**config.mk**
```make
export PLATFORM = sky130hd
export DESIGN_NAME = e1_national_bit_buffers
export DESIGN_NICKNAME = d
export VERILOG_FILES = /design/src/inc/nbb_pkg.sv /design/src/rtl/e1_national_bit_buffers.sv /design/src/rtl/spare_fifo.sv
export VERILOG_INCLUDE_DIRS = /design/src /design/src/inc
export SDC_FILE = /design/constraint.sdc
export NUM_CORES = 1
export LEC_CHECK = 0
export BUFFER_PORTS_ARGS = -buffer_cell sky130_fd_sc_hd__buf_2
export CORE_MARGIN = 2
export CORE_UTILIZATION = 35
export DETAILED_ROUTE_END_ITERATION = 8
export PLACE_DENSITY = 0.55
export RECOVER_POWER = 25
export SYNTH_ARGS = -nofsm -noshare
export SYNTH_HDL_FRONTEND = slang
export SYNTH_SLANG_ARGS = --single-unit
export TNS_END_PERCENT = 20
```
**constraint.sdc**
```tcl
create_clock -name clk_sys -period 5.2 [get_ports clk_sys]
set_input_delay 1.04 -clock clk_sys [delete_from_list [all_inputs] [get_ports clk_sys]]
set_output_delay 1.04 -clock clk_sys [all_outputs]
set_load 0.02 [all_outputs]
```
**src/inc/nbb_cfg.svh**
```systemverilog
// Address map, field positions and sizes of the spare-bit buffers
`ifndef NBB_CFG_SVH
`define NBB_CFG_SVH

// Register index = {page, offset}; the byte address is four times the index
`define NBB_IDX_W 10
`define NBB_PAGE_CTRL 5'h01
`define NBB_PAGE_TX 5'h0D
`define NBB_PAGE_RX 5'h0E
`define NBB_OFS_FIRST 5'h10
`define NBB_OFS_LAST 5'h14
`define NBB_OFS_CTRL 5'h10
`define NBB_OFS_STAT 5'h11
`define NBB_NUM_BYTES 5
`define NBB_BYTE_SEL_W 3
`define NBB_CTRL_TXEN_BIT 0
`define NBB_STAT_CRC4_BIT 0
`define NBB_STAT_LVL_LSB 8
`define NBB_SLOT_W 3
`define NBB_SLOT_MSB_BIT 3'h7
`define NBB_FIFO_DEPTH 16
`define NBB_FIFO_AW 4
`define NBB_FIFO_LVL_W 5
`define NBB_FIFO_HEADROOM 5'h0F

`endif

```
**src/inc/nbb_pkg.sv**
```systemverilog
// Types shared by the spare-bit buffer block, its checker and its test bench
`default_nettype none
package nbb_pkg;

   typedef struct packed
   {
      logic [11:0] paddr;
      logic psel;
      logic penable;
      logic pwrite;
      logic [31:0] pwdata;
   } apb_req_s;

   typedef struct packed
   {
      logic [31:0] prdata;
      logic pready;
      logic pslverr;
   } apb_rsp_s;

   // One odd (non-alignment) frame timeslot-zero event from the framer
   typedef struct packed
   {
      logic strobe;
      logic [3:0] frame_num;
      logic [4:0] bits;
   } ts0_event_s;

   // Word held in the receive FIFO: target bit slot plus five captured bits
   typedef struct packed
   {
      logic [2:0] slot;
      logic [4:0] bits;
   } spare_word_s;

   typedef logic [7:0] spare_byte_t;

endpackage
`default_nettype wire

```
**src/rtl/e1_national_bit_buffers.sv**
```systemverilog
// Transmit and receive national spare-bit buffers with APB register access
//
// Implementation choice: the APB register port.
`include "nbb_cfg.svh"
`default_nettype none
module e1_national_bit_buffers
(
   input wire logic clk_sys,
   input wire logic srst,
   input wire nbb_pkg::apb_req_s apb_req,
   output nbb_pkg::apb_rsp_s apb_rsp,
   input wire logic crc4_mf_active,
   input wire nbb_pkg::ts0_event_s tx_ts0,
   output logic [4:0] tx_spare_bits,
   output logic tx_spare_insert,
   input wire nbb_pkg::ts0_event_s rx_ts0,
   output logic rx_spare_ready
);
   import nbb_pkg::*;

   // ***************************************************************
   // Helpers
   // ***************************************************************

   // Slot 0 is frame 1; with CRC-4 the slot comes from the frame number,
   // otherwise from a running count of odd frames
   function automatic logic [`NBB_SLOT_W-1:0] frame_slot
   (
      input logic crc4,
      input logic [3:0] frame_num,
      input logic [`NBB_SLOT_W-1:0] running
   );
      logic [`NBB_SLOT_W-1:0] s;
      s = crc4 ? frame_num[3:1] : running;
      return s;
   endfunction

   // Bit within a byte: earliest frame lands in the top bit
   function automatic logic [`NBB_SLOT_W-1:0] slot_bit
   (
      input logic [`NBB_SLOT_W-1:0] slot
   );
      logic [`NBB_SLOT_W-1:0] b;
      b = `NBB_SLOT_MSB_BIT - slot;
      return b;
   endfunction

   // Check that a buffer offset falls on one of the five bytes, 0x10..0x14
   function automatic logic in_buffer_range
   (
      input logic [4:0] ofs
   );
      logic r;
      r = (ofs >= `NBB_OFS_FIRST) && (ofs <= `NBB_OFS_LAST);
      return r;
   endfunction

   // ***************************************************************
   // Storage
   // ***************************************************************

   spare_byte_t tx_spare_bit_buffer_r [`NBB_NUM_BYTES];
   spare_byte_t rx_spare_bit_buffer_r [`NBB_NUM_BYTES];
   logic spare_buffer_tx_enable_r;
   logic [`NBB_SLOT_W-1:0] tx_run_r;
   logic [`NBB_SLOT_W-1:0] rx_run_r;
   logic [4:0] tx_bits_r;
   logic tx_insert_r;
   logic rx_ready_r;
   apb_rsp_s rsp_r;

   // ***************************************************************
   // APB decode
   // ***************************************************************

   wire [`NBB_IDX_W-1:0] reg_idx = apb_req.paddr[11:2];
   wire [4:0] reg_page = reg_idx[9:5];
   wire [4:0] reg_ofs = reg_idx[4:0];
   wire [`NBB_BYTE_SEL_W-1:0] byte_sel = `NBB_BYTE_SEL_W'(reg_ofs - `NBB_OFS_FIRST);
   wire word_aligned = (apb_req.paddr[1:0] == 2'h0);
   wire hit_tx = word_aligned && (reg_page == `NBB_PAGE_TX) && in_buffer_range(reg_ofs);
   wire hit_rx = word_aligned && (reg_page == `NBB_PAGE_RX) && in_buffer_range(reg_ofs);
   wire hit_ctrl = word_aligned && (reg_page == `NBB_PAGE_CTRL) && (reg_ofs == `NBB_OFS_CTRL);
   wire hit_stat = word_aligned && (reg_page == `NBB_PAGE_CTRL) && (reg_ofs == `NBB_OFS_STAT);
   wire hit_any = hit_tx || hit_rx || hit_ctrl || hit_stat;
   wire apb_access = apb_req.psel && apb_req.penable;
   wire apb_first = apb_access && !rsp_r.pready;
   wire apb_done = apb_access && rsp_r.pready;
   wire wr_commit = apb_done && apb_req.pwrite && hit_any;
   wire wr_tx = wr_commit && hit_tx;
   wire wr_ctrl = wr_commit && hit_ctrl;

   // Status: FIFO level and the current alignment mode
   logic [`NBB_FIFO_LVL_W-1:0] fifo_level;
   wire [31:0] stat_word = (32'(fifo_level) << `NBB_STAT_LVL_LSB)
      | (32'(crc4_mf_active) << `NBB_STAT_CRC4_BIT);
   wire [31:0] ctrl_word = 32'(spare_buffer_tx_enable_r) << `NBB_CTRL_TXEN_BIT;

   // Receive bytes read as a consistent snapshot only because the FIFO drain
   // is held off for the whole transfer
   wire [31:0] rd_word =
      hit_tx ? 32'(tx_spare_bit_buffer_r[byte_sel]) :
      hit_rx ? 32'(rx_spare_bit_buffer_r[byte_sel]) :
      hit_ctrl ? ctrl_word :
      hit_stat ? stat_word :
      32'h0000_0000;

   // Registered answer: one wait state on every access
   always_ff @(posedge clk_sys)
   begin
      if (srst)
      begin
         rsp_r <= '0;
      end
      else
      begin
         rsp_r.pready <= apb_first;
         rsp_r.pslverr <= apb_first && !hit_any;
         if (apb_first && !apb_req.pwrite)
         begin
            rsp_r.prdata <= rd_word;
         end
      end
   end

   // ***************************************************************
   // Control register
   // ***************************************************************

   always_ff @(posedge clk_sys)
   begin
      if (srst)
      begin
         spare_buffer_tx_enable_r <= 1'b0;
      end
      else if (wr_ctrl)
      begin
         spare_buffer_tx_enable_r <= apb_req.pwdata[`NBB_CTRL_TXEN_BIT];
      end
   end

   // ***************************************************************
   // Transmit path
   // ***************************************************************

   wire [`NBB_SLOT_W-1:0] tx_slot = frame_slot(crc4_mf_active, tx_ts0.frame_num, tx_run_r);
   wire [`NBB_SLOT_W-1:0] tx_bit = slot_bit(tx_slot);
   logic [4:0] tx_pick;

   always_comb
   begin
      tx_pick = '0;
      for (int k = 0; k < `NBB_NUM_BYTES; k++)
      begin
         tx_pick[k] = tx_spare_bit_buffer_r[k][tx_bit];
      end
   end

   always_ff @(posedge clk_sys)
   begin
      if (srst)
      begin
         for (int k = 0; k < `NBB_NUM_BYTES; k++)
         begin
            tx_spare_bit_buffer_r[k] <= '0;
         end
      end
      else if (wr_tx)
      begin
         tx_spare_bit_buffer_r[byte_sel] <= apb_req.pwdata[7:0];
      end
   end

   always_ff @(posedge clk_sys)
   begin
      if (srst)
      begin
         tx_run_r <= '0;
         tx_bits_r <= '0;
         tx_insert_r <= 1'b0;
      end
      else if (tx_ts0.strobe)
      begin
         tx_run_r <= tx_slot + `NBB_SLOT_W'(1);
         tx_bits_r <= tx_pick;
         tx_insert_r <= spare_buffer_tx_enable_r;
      end
   end

   assign tx_spare_bits = tx_bits_r;
   assign tx_spare_insert = tx_insert_r;

   // ***************************************************************
   // Receive path
   // ***************************************************************

   // Capture is decoupled from the buffer so software reads never lose a frame
   wire [`NBB_SLOT_W-1:0] rx_slot = frame_slot(crc4_mf_active, rx_ts0.frame_num, rx_run_r);
   spare_word_s rx_push_word;
   spare_word_s rx_pop_word;
   logic rx_push_ready;
   logic rx_pop_valid;
   wire rx_pop_ready = !(apb_req.psel && hit_rx);

   assign rx_push_word.slot = rx_slot;
   assign rx_push_word.bits = rx_ts0.bits;

   spare_fifo
   #(
      .WIDTH($bits(spare_word_s)),
      .DEPTH(`NBB_FIFO_DEPTH),
      .AW(`NBB_FIFO_AW)
   )
   u_rx_fifo
   (
      .clk_sys(clk_sys),
      .srst(srst),
      .in_valid(rx_ts0.strobe),
      .in_ready(rx_push_ready),
      .in_data(rx_push_word),
      .out_valid(rx_pop_valid),
      .out_ready(rx_pop_ready),
      .out_data(rx_pop_word),
      .level(fifo_level)
   );

   wire rx_pop = rx_pop_valid && rx_pop_ready;
   wire [`NBB_SLOT_W-1:0] rx_bit = slot_bit(rx_pop_word.slot);

   always_ff @(posedge clk_sys)
   begin
      if (srst)
      begin
         rx_run_r <= '0;
      end
      else if (rx_ts0.strobe && rx_push_ready)
      begin
         rx_run_r <= rx_slot + `NBB_SLOT_W'(1);
      end
   end

   always_ff @(posedge clk_sys)
   begin
      if (srst)
      begin
         for (int k = 0; k < `NBB_NUM_BYTES; k++)
         begin
            rx_spare_bit_buffer_r[k] <= '0;
         end
      end
      else if (rx_pop)
      begin
         for (int k = 0; k < `NBB_NUM_BYTES; k++)
         begin
            rx_spare_bit_buffer_r[k][rx_bit] <= rx_pop_word.bits[k];
         end
      end
   end

   // Ready leads the real space by one word, since it is registered
   always_ff @(posedge clk_sys)
   begin
      if (srst)
      begin
         rx_ready_r <= 1'b0;
      end
      else
      begin
         rx_ready_r <= (fifo_level < `NBB_FIFO_HEADROOM);
      end
   end

   assign rx_spare_ready = rx_ready_r;
   assign apb_rsp = rsp_r;

endmodule
`default_nettype wire

```
**src/rtl/spare_fifo.sv**
```systemverilog
// Synchronous FIFO with valid/ready on both sides and a fill level
`default_nettype none
module spare_fifo
#(
   parameter int WIDTH = 8,
   parameter int DEPTH = 16,
   parameter int AW = 4
)
(
   input wire logic clk_sys,
   input wire logic srst,
   input wire logic in_valid,
   output logic in_ready,
   input wire logic [WIDTH-1:0] in_data,
   output logic out_valid,
   input wire logic out_ready,
   output logic [WIDTH-1:0] out_data,
   output logic [AW:0] level
);

   logic [WIDTH-1:0] mem [DEPTH];
   logic [AW-1:0] wr_ptr_r;
   logic [AW-1:0] rd_ptr_r;
   logic [AW:0] count_r;
   wire push = in_valid && in_ready;
   wire pop = out_valid && out_ready;

   // Full only when all DEPTH words are held; the count is one bit wider than the pointers
   assign in_ready = (count_r != (AW+1)'(DEPTH)) ? 1'b1 : 1'b0;
   assign out_valid = (count_r != '0);
   assign out_data = mem[rd_ptr_r];
   assign level = count_r;

   always_ff @(posedge clk_sys)
   begin
      if (push)
      begin
         mem[wr_ptr_r] <= in_data;
      end
   end

   always_ff @(posedge clk_sys)
   begin
      if (srst)
      begin
         wr_ptr_r <= '0;
         rd_ptr_r <= '0;
         count_r <= '0;
      end
      else
      begin
         if (push)
         begin
            wr_ptr_r <= wr_ptr_r + AW'(1);
         end
         if (pop)
         begin
            rd_ptr_r <= rd_ptr_r + AW'(1);
         end
         count_r <= count_r + (AW+1)'(push) - (AW+1)'(pop);
      end
   end

endmodule
`default_nettype wire

```
After elaboration in Yosys (flattened, before gate mapping)
Memories as Yosys holds them, arrays and structs flattened. A register that Yosys moved wholly into a read port is not among the register bits.
Index checks and enable logic that the tools add are counted.

word-level totals
  flip-flop bits (word level) = 61
  bits in latches = 0
  bits in writable memories = 208
  bits in read-only memories = 0
  bits of input ports = 70
  output and inout port bits = 41
  word-level logic and storage cells = 182
  memories kept = 3

cells by class
  $add $sub $neg = 9
  multipliers = 0
  divide/modulo/power cells = 0
  $lt $le $gt $ge = 6
  equality and inequality tests = 6
  shift-type cells = 0
  multiplexer cells = 74
  bitwise gates (word level) = 41
  reductions and logical operators = 31

memories
  memory                 depth  width  rd ports  clocked after Yosys merged registers in  write ports  RTL line                       RTL
  u_rx_fifo.mem          16     8      1         1                                        1            spare_fifo.sv:21               logic [WIDTH-1:0] mem [DEPTH];
  rx_spare_bit_buffer_r  5      8      1         0                                        5            e1_national_bit_buffers.sv:63  spare_byte_t rx_spare_bit_buffer_r [`NBB_NUM_BYTES];
  tx_spare_bit_buffer_r  5      8      6         0                                        5            e1_national_bit_buffers.sv:62  spare_byte_t tx_spare_bit_buffer_r [`NBB_NUM_BYTES];

operator list
  kind                 number
  $mux 1               57
  $mux 13              4
  $or 1x1->1           40
  $logic_and 1x1->1    21
  $mux 8               2
  $bmux 1 s3           5
  $or 13x1->13         1
  $eq 5x4->1 const B   2
  $eq 5x5->1 const B   2
  $mux 3               3
  $add 4x1->4 const B  2
  $lt 3x4->1 const B   2
  $mux 4               2
  $reduce_or 8->1      1
  $add 3x1->3 const B  2
  $sub 3x3->3 const A  2
  $add 5x1->5          1
  $eq 5x1->1 const B   1
  $ge 5x5->1 const B   1
  $le 5x5->1 const B   1
  $lt 5x4->1 const B   1
  $ne 5x5->1 const B   1
  $reduce_bool 5->1    1
  $sub 5x1->5          1
  other kinds (6)      11

Longest topological paths before layout
Gate-level depths: netlist of the first run.

  depth after elaboration = 13
  depth in mapped cells = 14
  depth with buffers taken out = 14

By module
Synthesis of the first run repeated with hierarchy kept, for this count alone.

second synthesis, totals
  cell total of the unflattened synthesis = 749
  area, all modules = 12035.3 um2

modules (own cells, without submodules)
  module                   times used  cells each  area an instance (um2)
  e1_national_bit_buffers  1           443         6233.5
  spare_fifo               1           306         5801.8

Least setup slack after synthesis of the first run
No wires, ideal clock.

  kind = input to register
  start point = in apb_req[38] (netlist name)
  end point = reg u_rx_fifo.count_r[4], in the netlist u_rx_fifo.level[4]
  setup time = 0.128 ns
  arrival time = 3.282 ns
  required time = 5.072 ns
  setup slack = 1.791 ns
  stages on the path = 14
  path buffers = 1
  cells stage by stage = buf_2 > o21ai_0 > and4_1 > a21oi_2 > ha_1 > inv_1 > ha_1 > inv_1 > fa_1 > inv_1 > a21oi_1 > o21bai_1 > xnor2_1 > nor2_1

between the ends
  word-level cells in the longest chain between the ends = 7
  elaborated cells on any way between the ends = 8

ends and longest elaborated chain
  element                                                    RTL line                        RTL
  start: declaration                                         e1_national_bit_buffers.sv:10   input wire nbb_pkg::apb_req_s apb_req,
  $ge 5x5->1 (no line) / $le 5x5->1 (equally long branches)  -
  $logic_and 1x1->1 (*)                                      e1_national_bit_buffers.sv:54   r = (ofs >= `NBB_OFS_FIRST) && (ofs <= `NBB_OFS_LAST);
  $logic_and 1x1->1 (*)                                      e1_national_bit_buffers.sv:82   wire hit_rx = word_aligned && (reg_page == `NBB_PAGE_RX) && in_buffer_range(reg_ofs);
  $logic_and 1x1->1 (*)                                      e1_national_bit_buffers.sv:203  wire rx_pop_ready = !(apb_req.psel && hit_rx);
  $logic_not 1->1 (*)                                        e1_national_bit_buffers.sv:203
  $logic_and 1x1->1 (*)                                      spare_fifo.sv:26                wire pop = out_valid && out_ready;
  $sub 5x1->5 (*)                                            spare_fifo.sv:60                count_r <= count_r + (AW+1)'(push) - (AW+1)'(pop);
  end signal: assignment                                     spare_fifo.sv:60
  end: declaration                                           spare_fifo.sv:24                logic [AW:0] count_r;

Every way passes the cells marked *; elsewhere a longest branch is shown, timed or not.
A chain may end at the register's enable or synchronous reset.

Worst setup path in the final report of the first run
Ends and elaborated chain as after synthesis.

==> results.cfg, run 1 <==
[timing]
period_needed_ns = 3.58
worstMarginPinSlew_ns = 1.70
fin_setup_tns_ns = 0
fmax_ghz = 0.279
slew_violations = 34
setup_viol = 0
max_slew_margin_pct = -13.4
skew_ns = 0.0215
hold_viol = 0
rsz0062_at_grt = false
finalCritPeriodShare_pct = 68.9

[clocking]
cts.sinks = 278
cts_root_buf = clkbuf_16
cts_resized = 0
cts_buffer_depth = 3
post_cts_buffers = 0
clk_latency_ns = 0.56
htreeDepth = 1
path_clk_slew_ns = 0.06
cts_hold_buf = 0
cts_buffers = 30
cts_tree = done

[layout]
num-fill-cells = 3069
area_growth_pct = 14.8
diodes = 0
fin_area_um2 = 13800
fin_nets = 917
drive_gt1_share_pct = 19.2

[yosys]
synth_seq_cells = 278
synth_top_area_cell = edfxtp_1
syn_area_um2 = 12100
avgSynthCellArea_um2 = 16.2
async_flop_share_pct = 0
ys.flop_type = edfxtp_1
ys_top_cells_by_count = edfxtp_1 (232), nor2_1 (56), mux2i_1 (49), dfxtp_1 (46), and2_1 (43)
synth.distinct_cells = 60
synth.area.top_cells = edfxtp_1 (58%), mux4_2 (7.8%), dfxtp_1 (7.6%)
synth.top_cell.area_share_pct = 57.8
synth_edf_count = 232
ys_seq_area_share_pct = 65.4
yosysMostFrequentCell = edfxtp_1
ys_warn_count = 0
synthCells = 743

[hold_path]
worstHoldPathType = reg2reg

[placement]
io_buffers = 60
placed_cell_area_um2 = 12800
gp_congestion = 0.774
hpwlAfterDp_um = 17400

[critical_path]
slowest_stage = buf_2
crit_required_ns = 5.58
startpoint_type = input port
crit_chain = buf_2 -> o21ai_0 -> and4_1 -> a21oi_2 -> ha_1 -> inv_1 -> ha_1 -> inv_1 -> fa_1 -> inv_1 -> a21oi_1 -> o21bai_1 -> xnor2_1 -> nor2_1
end_kind = flip-flop
cp_common_cell = inv_1
crit_fanout = 17
arrival_ns = 3.97
critPathMaxStageDelay_ns = 0.40
critPathKind = in2reg

[drt]
drcViolationCount = 0
vias = 6479
final_antenna_net_count = 0
wirelength_um = 26100
viasPerCell = 4.97
first_iter_violations = 481
post_drt_wl_per_cell_um = 20.0
first_pass_iters = 5

[die]
core_um2 = 33700
placementRows = 67
ioPinCount = 111
die_w_um = 190
die_y_um = 190
die_area_um2 = 36000
start_util_pct = 35.8

[global_routing]
grt_max_degree = 34
grt_antenna_before_repair = 0
grt_util_all_layers_pct = 14.6
grt_pass1_vias = 6484
grt_pass1_wl_um = 39700
overflow = 0

[status]
violations = max-capacitance violations, max-slew violations
status = complete, but fails checks

[pwr]
p_per_area_nw_per_um2 = 443
leakage_uw = 0.00503
irDropWorstVdd_uv = 283

[flow_run]
maxCapViolCount = 1
==> cell families after synthesis <==
family / Yosys count / share of synthesized area [%]
simple gates: 196 / 8.68
mux: 113 / 16.5
fa+ha+maj: 16 / 1.72
compound gates: 53 / 3.27
xor+xnor: 12 / 0.872
flops: 278 / 65.4
buf+inv: 74 / 3.56
other cells: 1 / 0.0311
==> report_power, final <==
part | switching, uW | internal (uW)
Clock | 883 | 1350
Sequential | 135 | 2690
Combinational | 578 | 496
==> cell usage in the layout, fill, tap and decap left out, drive strengths merged, types with 32 or more instances in the layout <==
cell	Yosys	routed
mux4	62	62
edfxtp	232	232
buf	35	54
clkbuf	20	49
mux2i	49	49
nand2	32	32
nor2	57	57
dfxtp	46	46
and2	43	43
conb	1	43
==> final cells by class <==
cell class,count,area (um^2),area share [%]
clock buffers,34,766,5.53
inverters,19,71.3,0.515
repair buffers,69,349,2.52
flip-flops and latches,278,7890,57.0
well taps,448,561,4.05
multi-input cells,433,3930,28.4
clock inverters,22,272,1.96
==> worst max-delay path: cells and delay by family <==
family	cells	cell delay (ns)
XOR/XNOR	1	0.14
adder cells (fa/ha/maj)	3	0.86
AO/OA/AOI/OAI	4	0.91
buffers and inverters	4	0.59
AND/OR/NAND/NOR	2	0.43
==> routing by layer <==
layer,vias up,global-route usage (%),wire (um)
met3,40,2.05,1110
met1,3292,20.8,12100
li1,2995,-,-
met4,0,3.64,543
met5,-,0,0
met2,152,23.7,12300
==> path summary, 6_finish.rpt <==
check                           slack, ns                           to          startpoint  depth (start not counted)
worst max-delay path                 1.62           u_rx_fifo.level[4]         apb_req[38]                         14
worst min-delay path                 0.48               rx_spare_ready  u_rx_fifo.level[4]                          1
worst max register to register       2.03  rx_spare_bit_buffer_r[4][1]           flip-flop                          3
worst min register to register       0.48               rx_spare_ready  u_rx_fifo.level[4]                          1
==> state kept, by name (all words and copies together) (netlist names), 3 cells and up, named ones only <==
name / flops
u_rx_fifo.wr_ptr_r: 4
rx_run_r: 3
tx_spare_bits: 5
u_rx_fifo.level: 5
apb_rsp: 15
u_rx_fifo.rd_ptr_r: 4
rx_spare_bit_buffer_r: 40
tx_spare_bit_buffer_r: 64
u_rx_fifo.mem: 128
tx_run_r: 3
==> per-stage QoR <==
step                      total power [uW]  worst slack [ns]  hold WS [ns]  std cells  utilization [%]
final                                 6130              1.62         0.484       1303             41.1
after global routing                  6400              1.30         0.512       1303             41.1
after CTS                             6210              1.63         0.493       1303             41.1
after detailed placement              3970              1.06         0.484       1247             38.0
after global placement                3950              1.05         0.468       1247             38.0
after floorplan                       3700              1.79         0.437        785                -
No activity file was read; power rests on OpenSTA's default activity.
==> inputs of run 2 (changes only) <==
--- a/config.mk
+++ b/config.mk
@@ -6,6 +6,7 @@
 export SDC_FILE = /design/constraint.sdc
 export NUM_CORES = 1
 export LEC_CHECK = 0
+export ABC_AREA = 1
 export BUFFER_PORTS_ARGS = -buffer_cell sky130_fd_sc_hd__buf_2
 export CORE_MARGIN = 2
 export CORE_UTILIZATION = 35
==> constraint.sdc (replaced) <==
create_clock -name clk_sys -period 3.3 [get_ports clk_sys]
set_input_delay 0.66 -clock clk_sys [delete_from_list [all_inputs] [get_ports clk_sys]]
set_output_delay 0.66 -clock clk_sys [all_outputs]
set_load 0.02 [all_outputs]
==> run 2 against run 1 <==
Against the previous run:
- synthesized cell count is 61% higher
- the run now ends clean
- non-clock buffer count increased by 48
- worst hold slack worse by 0.11 ns
- first-iteration DRC count is 23% higher
- sequential power increased by 56%
- area after synthesis up 3.2%
- register-to-register slack got worse by 1.3 ns
- design area increased by 4.0%
- sequential share of layout area is 2.2 points lower
- clock power grew 39%
==> results.cfg, run 2 <==
[die]
ioPinCount = 111
placementRows = 69
die_w_um = 193
die_area_um2 = 37100
core_um2 = 35300
die_y_um = 193
start_util_pct = 35.2

[timing]
skew_ns = 0.00781
hold_viol = 0
fmax_ghz = 0.392
rsz0062_at_grt = false
max_slew_margin_pct = 37.7
period_needed_ns = 2.55
slew_violations = 0
hold_slack_ns = 0.376
finalCritPeriodShare_pct = 77.4
fin_setup_tns_ns = 0
setup_viol = 0
worstMarginPinSlew_ns = 0.935

[hold_path]
worstHoldPathType = in2reg
worstHoldStart = apb_req[1]
whs_path_depth = 1
min_delay_worst_endpoint = tx_spare_bit_buffer_r[5][1]

[critical_path]
critPathMaxStageDelay_ns = 0.53
crit_required_ns = 3.56
slowest_stage = nor2_1
reg2reg_depth = 8
arrival_ns = 2.82
r2r_end = rx_spare_bit_buffer_r[1][1]
crit_fanout = 19
cp_num_buf_inv = 2
crit_chain = inv_1 -> buf_4 -> nand2_1 -> a22oi_1 -> nand2_1 -> nand3_1 -> nand2_1 -> nor2_1
cp_common_cell = nand2_1
startpoint_type = flip-flop
path_delay_family = buffers and inverters
end_kind = flip-flop
r2r_slack_ns = 0.75
critPathKind = reg2reg

[layout]
diodes = 0
num-fill-cells = 3437
final_common_cell = edfxtp_1
largest_reg_flops = 128
regMostFlops = u_rx_fifo.mem
largest_registers = u_rx_fifo.mem (128), tx_spare_bit_buffer_r (64), rx_spare_bit_buffer_r (40)
mostFrequentLayoutCells = edfxtp_1 (232), nand2_1 (196), nor2_1 (160)
fin_nets = 1396
drive_gt1_share_pct = 13.7
finish.utilization_pct = 40.8
area_growth_pct = 15.7

[pwr]
p_int_uw = 6690
leakage_uw = 0.00559
combPwrFrac_pct = 21.9
switchingPower_uw = 2910
irDropWorstVdd_uv = 458
clockPowerShare_pct = 32.4
switching_share_pct = 30.3
p_per_area_nw_per_um2 = 667
power.share.sequential_pct = 45.7

[drt]
vias = 8873
drcViolationCount = 0
viasPerCell = 4.95
first_iter_violations = 590
first_pass_iters = 5
post_drt_wl_per_cell_um = 17.3
final_antenna_net_count = 0
wirelength_um = 31100

[clocking]
cts_buffers = 30
cts_root_buf = clkbuf_16
cts.sinks = 278
cts_buffer_depth = 3
cts_resized = 0
cts_tree = done
htreeDepth = 1
clk_latency_ns = 0.56
cts_hold_buf = 0
path_clk_slew_ns = 0.06
post_cts_buffers = 0

[global_routing]
overflow = 0
grt_max_degree = 73
grt_util_all_layers_pct = 17.0
grt_antenna_before_repair = 0
grt_pass1_vias = 8400
grt_pass1_wl_um = 48000

[yosys]
avgSynthCellArea_um2 = 10.4
ys_top_cells_by_count = edfxtp_1 (232), nand2_1 (196), nor2_1 (160), o21ai_0 (110), inv_1 (94)
ys_seq_area_share_pct = 63.4
ys.flop_type = edfxtp_1
syn_area_um2 = 12400
synthCells = 1195
synth_edf_count = 232
synth.top_cell.area_share_pct = 56.0
synth_seq_cells = 278
synth_top_area_cell = edfxtp_1
async_flop_share_pct = 0
ys_warn_count = 0
synth.distinct_cells = 41
synth.area.top_cells = edfxtp_1 (56%), dfxtp_1 (7.4%), nand2_1 (5.9%)
yosysMostFrequentCell = edfxtp_1

[placement]
hpwlAfterDp_um = 21400
io_buffers = 60
gp_congestion = 0.865

[status]
status = finished clean

[flow_run]
maxCapViolCount = 0
-- run 2: cells by family (layout without fill, tap and decap cells) --
logic type,after synthesis,in the layout,share of synthesized area (%)
AND/OR/NAND/NOR,495,495,18.0
buffers and inverters,174,269,6.43
XOR/XNOR,3,3,0.211
flip-flops,278,278,63.4
AO/OA/AOI/OAI,228,228,10.2
other,1,43,0.0301
adder cells (fa/ha/maj),16,16,1.67
-- run 2: worst max path at each step --
stage | start | to | cells after the start
detailed placement | apb_req[35] | u_rx_fifo.level[4] | 16
floorplan | apb_req[42] | u_rx_fifo.level[4] | 15
finish | flip-flop | rx_spare_bit_buffer_r[1][1] | 8
CTS | flip-flop | rx_spare_bit_buffer_r[1][6] | 8
global placement | apb_req[35] | u_rx_fifo.level[4] | 16
global route | apb_req[35] | u_rx_fifo.level[4] | 16
-- run 2: per-stage QoR --
stage               worst slack [ns]  cells  power, uW  instance area, um^2
floorplan                      0.433   1237       5860                12600
global placement               0.258   1739       6540                13500
detailed placement             0.184   1739       6580                13500
CTS                            0.688   1793       9700                14400
global route                   0.495   1793      10100                14400
finish                         0.746   1793       9600                14400
-- run 2: area by class of cell --
cell class | instances | area [um^2] | area share (%)
Clock inverter | 17 | 113 | 0.782
Clock buffer | 37 | 798 | 5.55
Multi-Input combinational cell | 785 | 3910 | 27.2
Timing Repair Buffer | 117 | 739 | 5.14
Tap cell | 461 | 577 | 4.01
Sequential cell | 278 | 7890 | 54.8
Inverter | 98 | 368 | 2.56
-- run 2: routing by layer --
layer / up-vias / wire length [um] / share of wire (%) / GRT usage, %
li1: 4306 / - / - / -
met1: 4301 / 14000 / 45 / 23.2
met2: 217 / 14700 / 47 / 28.0
met3: 49 / 1790 / 5.7 / 3.49
met4: 0 / 616 / 2.0 / 4.05
met5: - / 0 / 0 / 0
-- run 2: power groups by stage --
stage               Clock (uW)  Sequential (uW)  Combinational [uW]
global route              3330             4420                2400
finish                    3110             4390                2110
CTS                       3180             4380                2130
global placement             0             4450                2090
detailed placement           0             4460                2120
floorplan                    0             4430                1430
==> inputs of run 3 (changes only) <==
--- a/config.mk
+++ b/config.mk
@@ -11,7 +11,7 @@
 export CORE_MARGIN = 2
 export CORE_UTILIZATION = 35
 export DETAILED_ROUTE_END_ITERATION = 8
-export PLACE_DENSITY = 0.55
+export PLACE_DENSITY = 0.56
 export RECOVER_POWER = 25
 export SYNTH_ARGS = -nofsm -noshare
 export SYNTH_HDL_FRONTEND = slang
==> constraint.sdc (replaced) <==
create_clock -name clk_sys -period 2.07 [get_ports clk_sys]
set_input_delay 0.414 -clock clk_sys [delete_from_list [all_inputs] [get_ports clk_sys]]
set_output_delay 0.414 -clock clk_sys [all_outputs]
set_load 0.02 [all_outputs]
==> run 3 against run 2 <==
Against the previous run:
- the run now ends with negative setup slack left
- critical endpoint is now u_rx_fifo.level[4]
- clock-buffer cell count up 8
- total power up 71%
- register-to-register slack worse by 0.86 ns
- critical path type unchanged
- global-route usage up 0.060 points
- combinational power up 97%
- die area unchanged
==> results.cfg, run 3 (synthesized netlist as in run 2, its figures left out) <==
[hold_path]
whs_path_depth = 1
min_delay_worst_endpoint = tx_spare_bit_buffer_r[5][6]
worstHoldStart = apb_req[6]
worstHoldPathType = in2reg

[global_routing]
grt_pass1_wl_um = 48600
grt_util_all_layers_pct = 17.1
overflow = 0
grt_max_degree = 59
use_met3_pct = 2.73
grt_antenna_before_repair = 0
grt.met1_usage_pct = 23.6
grt_pass1_vias = 8565
use_met2_pct = 27.7
gr-max-usage-layer = met2

[layout]
largest_registers = u_rx_fifo.mem (128), tx_spare_bit_buffer_r (64), rx_spare_bit_buffer_r (40)
mostFrequentLayoutCells = edfxtp_1 (232), nand2_1 (188), nor2_1 (146)
area_growth_pct = 22.7
regMostFlops = u_rx_fifo.mem
largest_reg_flops = 128
final_common_cell = edfxtp_1
finish.utilization_pct = 43.2
drive_gt1_share_pct = 21.5
fin_nets = 1461

[timing]
worstMarginPinSlew_ns = 0.983
max_slew_margin_pct = 34.4
setup_viol = 1
rsz0062_at_grt = true
skew_ns = 0.0156
slew_violations = 0
finalCritPeriodShare_pct = 106
fin_ws_ns = -0.116
fin_setup_tns_ns = -0.116
period_needed_ns = 2.19
hold_viol = 0
fmax_ghz = 0.457

[critical_path]
crit_path_start = u_rx_fifo.level[3]
worstReg2RegStart = u_rx_fifo.level[3]
crit_required_ns = 2.51
critPathMaxStageDelay_ns = 0.35
r2r_end = u_rx_fifo.level[4]
slowest_stage = fa_2
critPathKind = reg2reg
crit_chain = inv_2 -> ha_4 -> buf_6 -> nand4_1 -> nand2_2 -> clkinv_4 -> ha_4 -> inv_2 -> ha_4 -> inv_2 -> fa_2 -> nor3_2 -> a211oi_2 -> o21ai_1 -> a21oi_1
end_kind = flip-flop
crit_fanout = 3
reg2reg_depth = 15
r2r_slack_ns = -0.12
arrival_ns = 2.62
startpoint_type = flip-flop

[clocking]
cts_root_buf = clkbuf_16
cts_buffers = 31
cts.sinks = 278
path_clk_slew_ns = 0.06
clk_latency_ns = 0.56
cts_tree = done
cts_hold_buf = 0
cts_buffer_depth = 3
htreeDepth = 1

[die]
ioPinCount = 111
placementRows = 69
die_y_um = 193
die_w_um = 193
core_um2 = 35300
start_util_pct = 35.2
die_area_um2 = 37100

[status]
violations = negative setup slack
status = complete, but fails checks

[drt]
drcViolationCount = 0
post_drt_wl_per_cell_um = 17.3
first_pass_iters = 5
final_antenna_net_count = 0
wirelength_um = 32100
viasPerCell = 4.89
vias = 9099
first_iter_violations = 665

[flow_run]
maxCapViolCount = 0

[placement]
gp_congestion = 0.883
io_buffers = 60
hpwlAfterDp_um = 21600

[pwr]
p_per_area_nw_per_um2 = 1080
leakage_uw = 0.00599
irDropWorstVdd_uv = 785
[run 3: worst max-delay path by stage]
stage | slack [ns] | endpoint | depth (start not counted)
finish | -0.12 | u_rx_fifo.level[4] | 15
global route | -0.29 | u_rx_fifo.level[4] | 15
CTS | -0.23 | u_rx_fifo.level[4] | 15
detailed placement | -0.46 | apb_rsp[7] | 12
global placement | -0.44 | u_rx_fifo.level[4] | 16
floorplan | -0.20 | u_rx_fifo.level[4] | 15
[run 3: worst max-delay path, delay by kind of cell, from the launching register on]
family	cells	cell delay [ns]
fa+ha+maj	4	0.82
flops	1	0.32
buf+inv	5	0.30
compound gates	3	0.22
simple gates	3	0.43
[run 3: report_power, final]
group | internal, uW | total [uW] | leakage, uW | switching (uW)
logic | 1590 | 4160 | 0.00292 | 2570
registers | 6780 | 7000 | 0.00260 | 214
clock network | 3070 | 5260 | 0.000466 | 2190
total | 11400 | 16400 | 0.00599 | 4980
[run 3: timing repair]
item	CTS	global route
hold endpoints to repair	0	0
pin swaps	0	9
resized for setup	15	23
setup endpoints to repair	114	163
setup buffers	0	5
gates cloned	0	2
[run 3: routing by layer]
layer	up-vias	part of all wire, %
li1	4442	-
met3	51	5.6
met4	0	2.8
met5	-	0
met1	4341	45
met2	265	47
[run 3: layout make-up]
class / count / area (um^2)
well taps: 461 / 577
multi-input cells: 785 / 4080
clock inverters: 10 / 82.6
flip-flops and latches: 278 / 7900
fillers: 3356 / 20000
inverters: 98 / 394
clock buffers: 45 / 888
diodes: 1 / 2.50
repair buffers: 181 / 1350
[run 3: metrics by stage]
step	total power (uW)	std cells	hold WS, ns	instance area [um^2]	setup WS (ns)
2_1_floorplan	9470	1237	0.425	12700	-0.199
3_3_place_gp	10900	1796	0.446	14100	-0.438
3_5_place_dp	10900	1796	0.453	14100	-0.458
4_1_cts	16200	1851	0.0463	15100	-0.227
5_1_grt	17200	1858	0.127	15300	-0.285
6_report	16400	1859	0.125	15300	-0.116
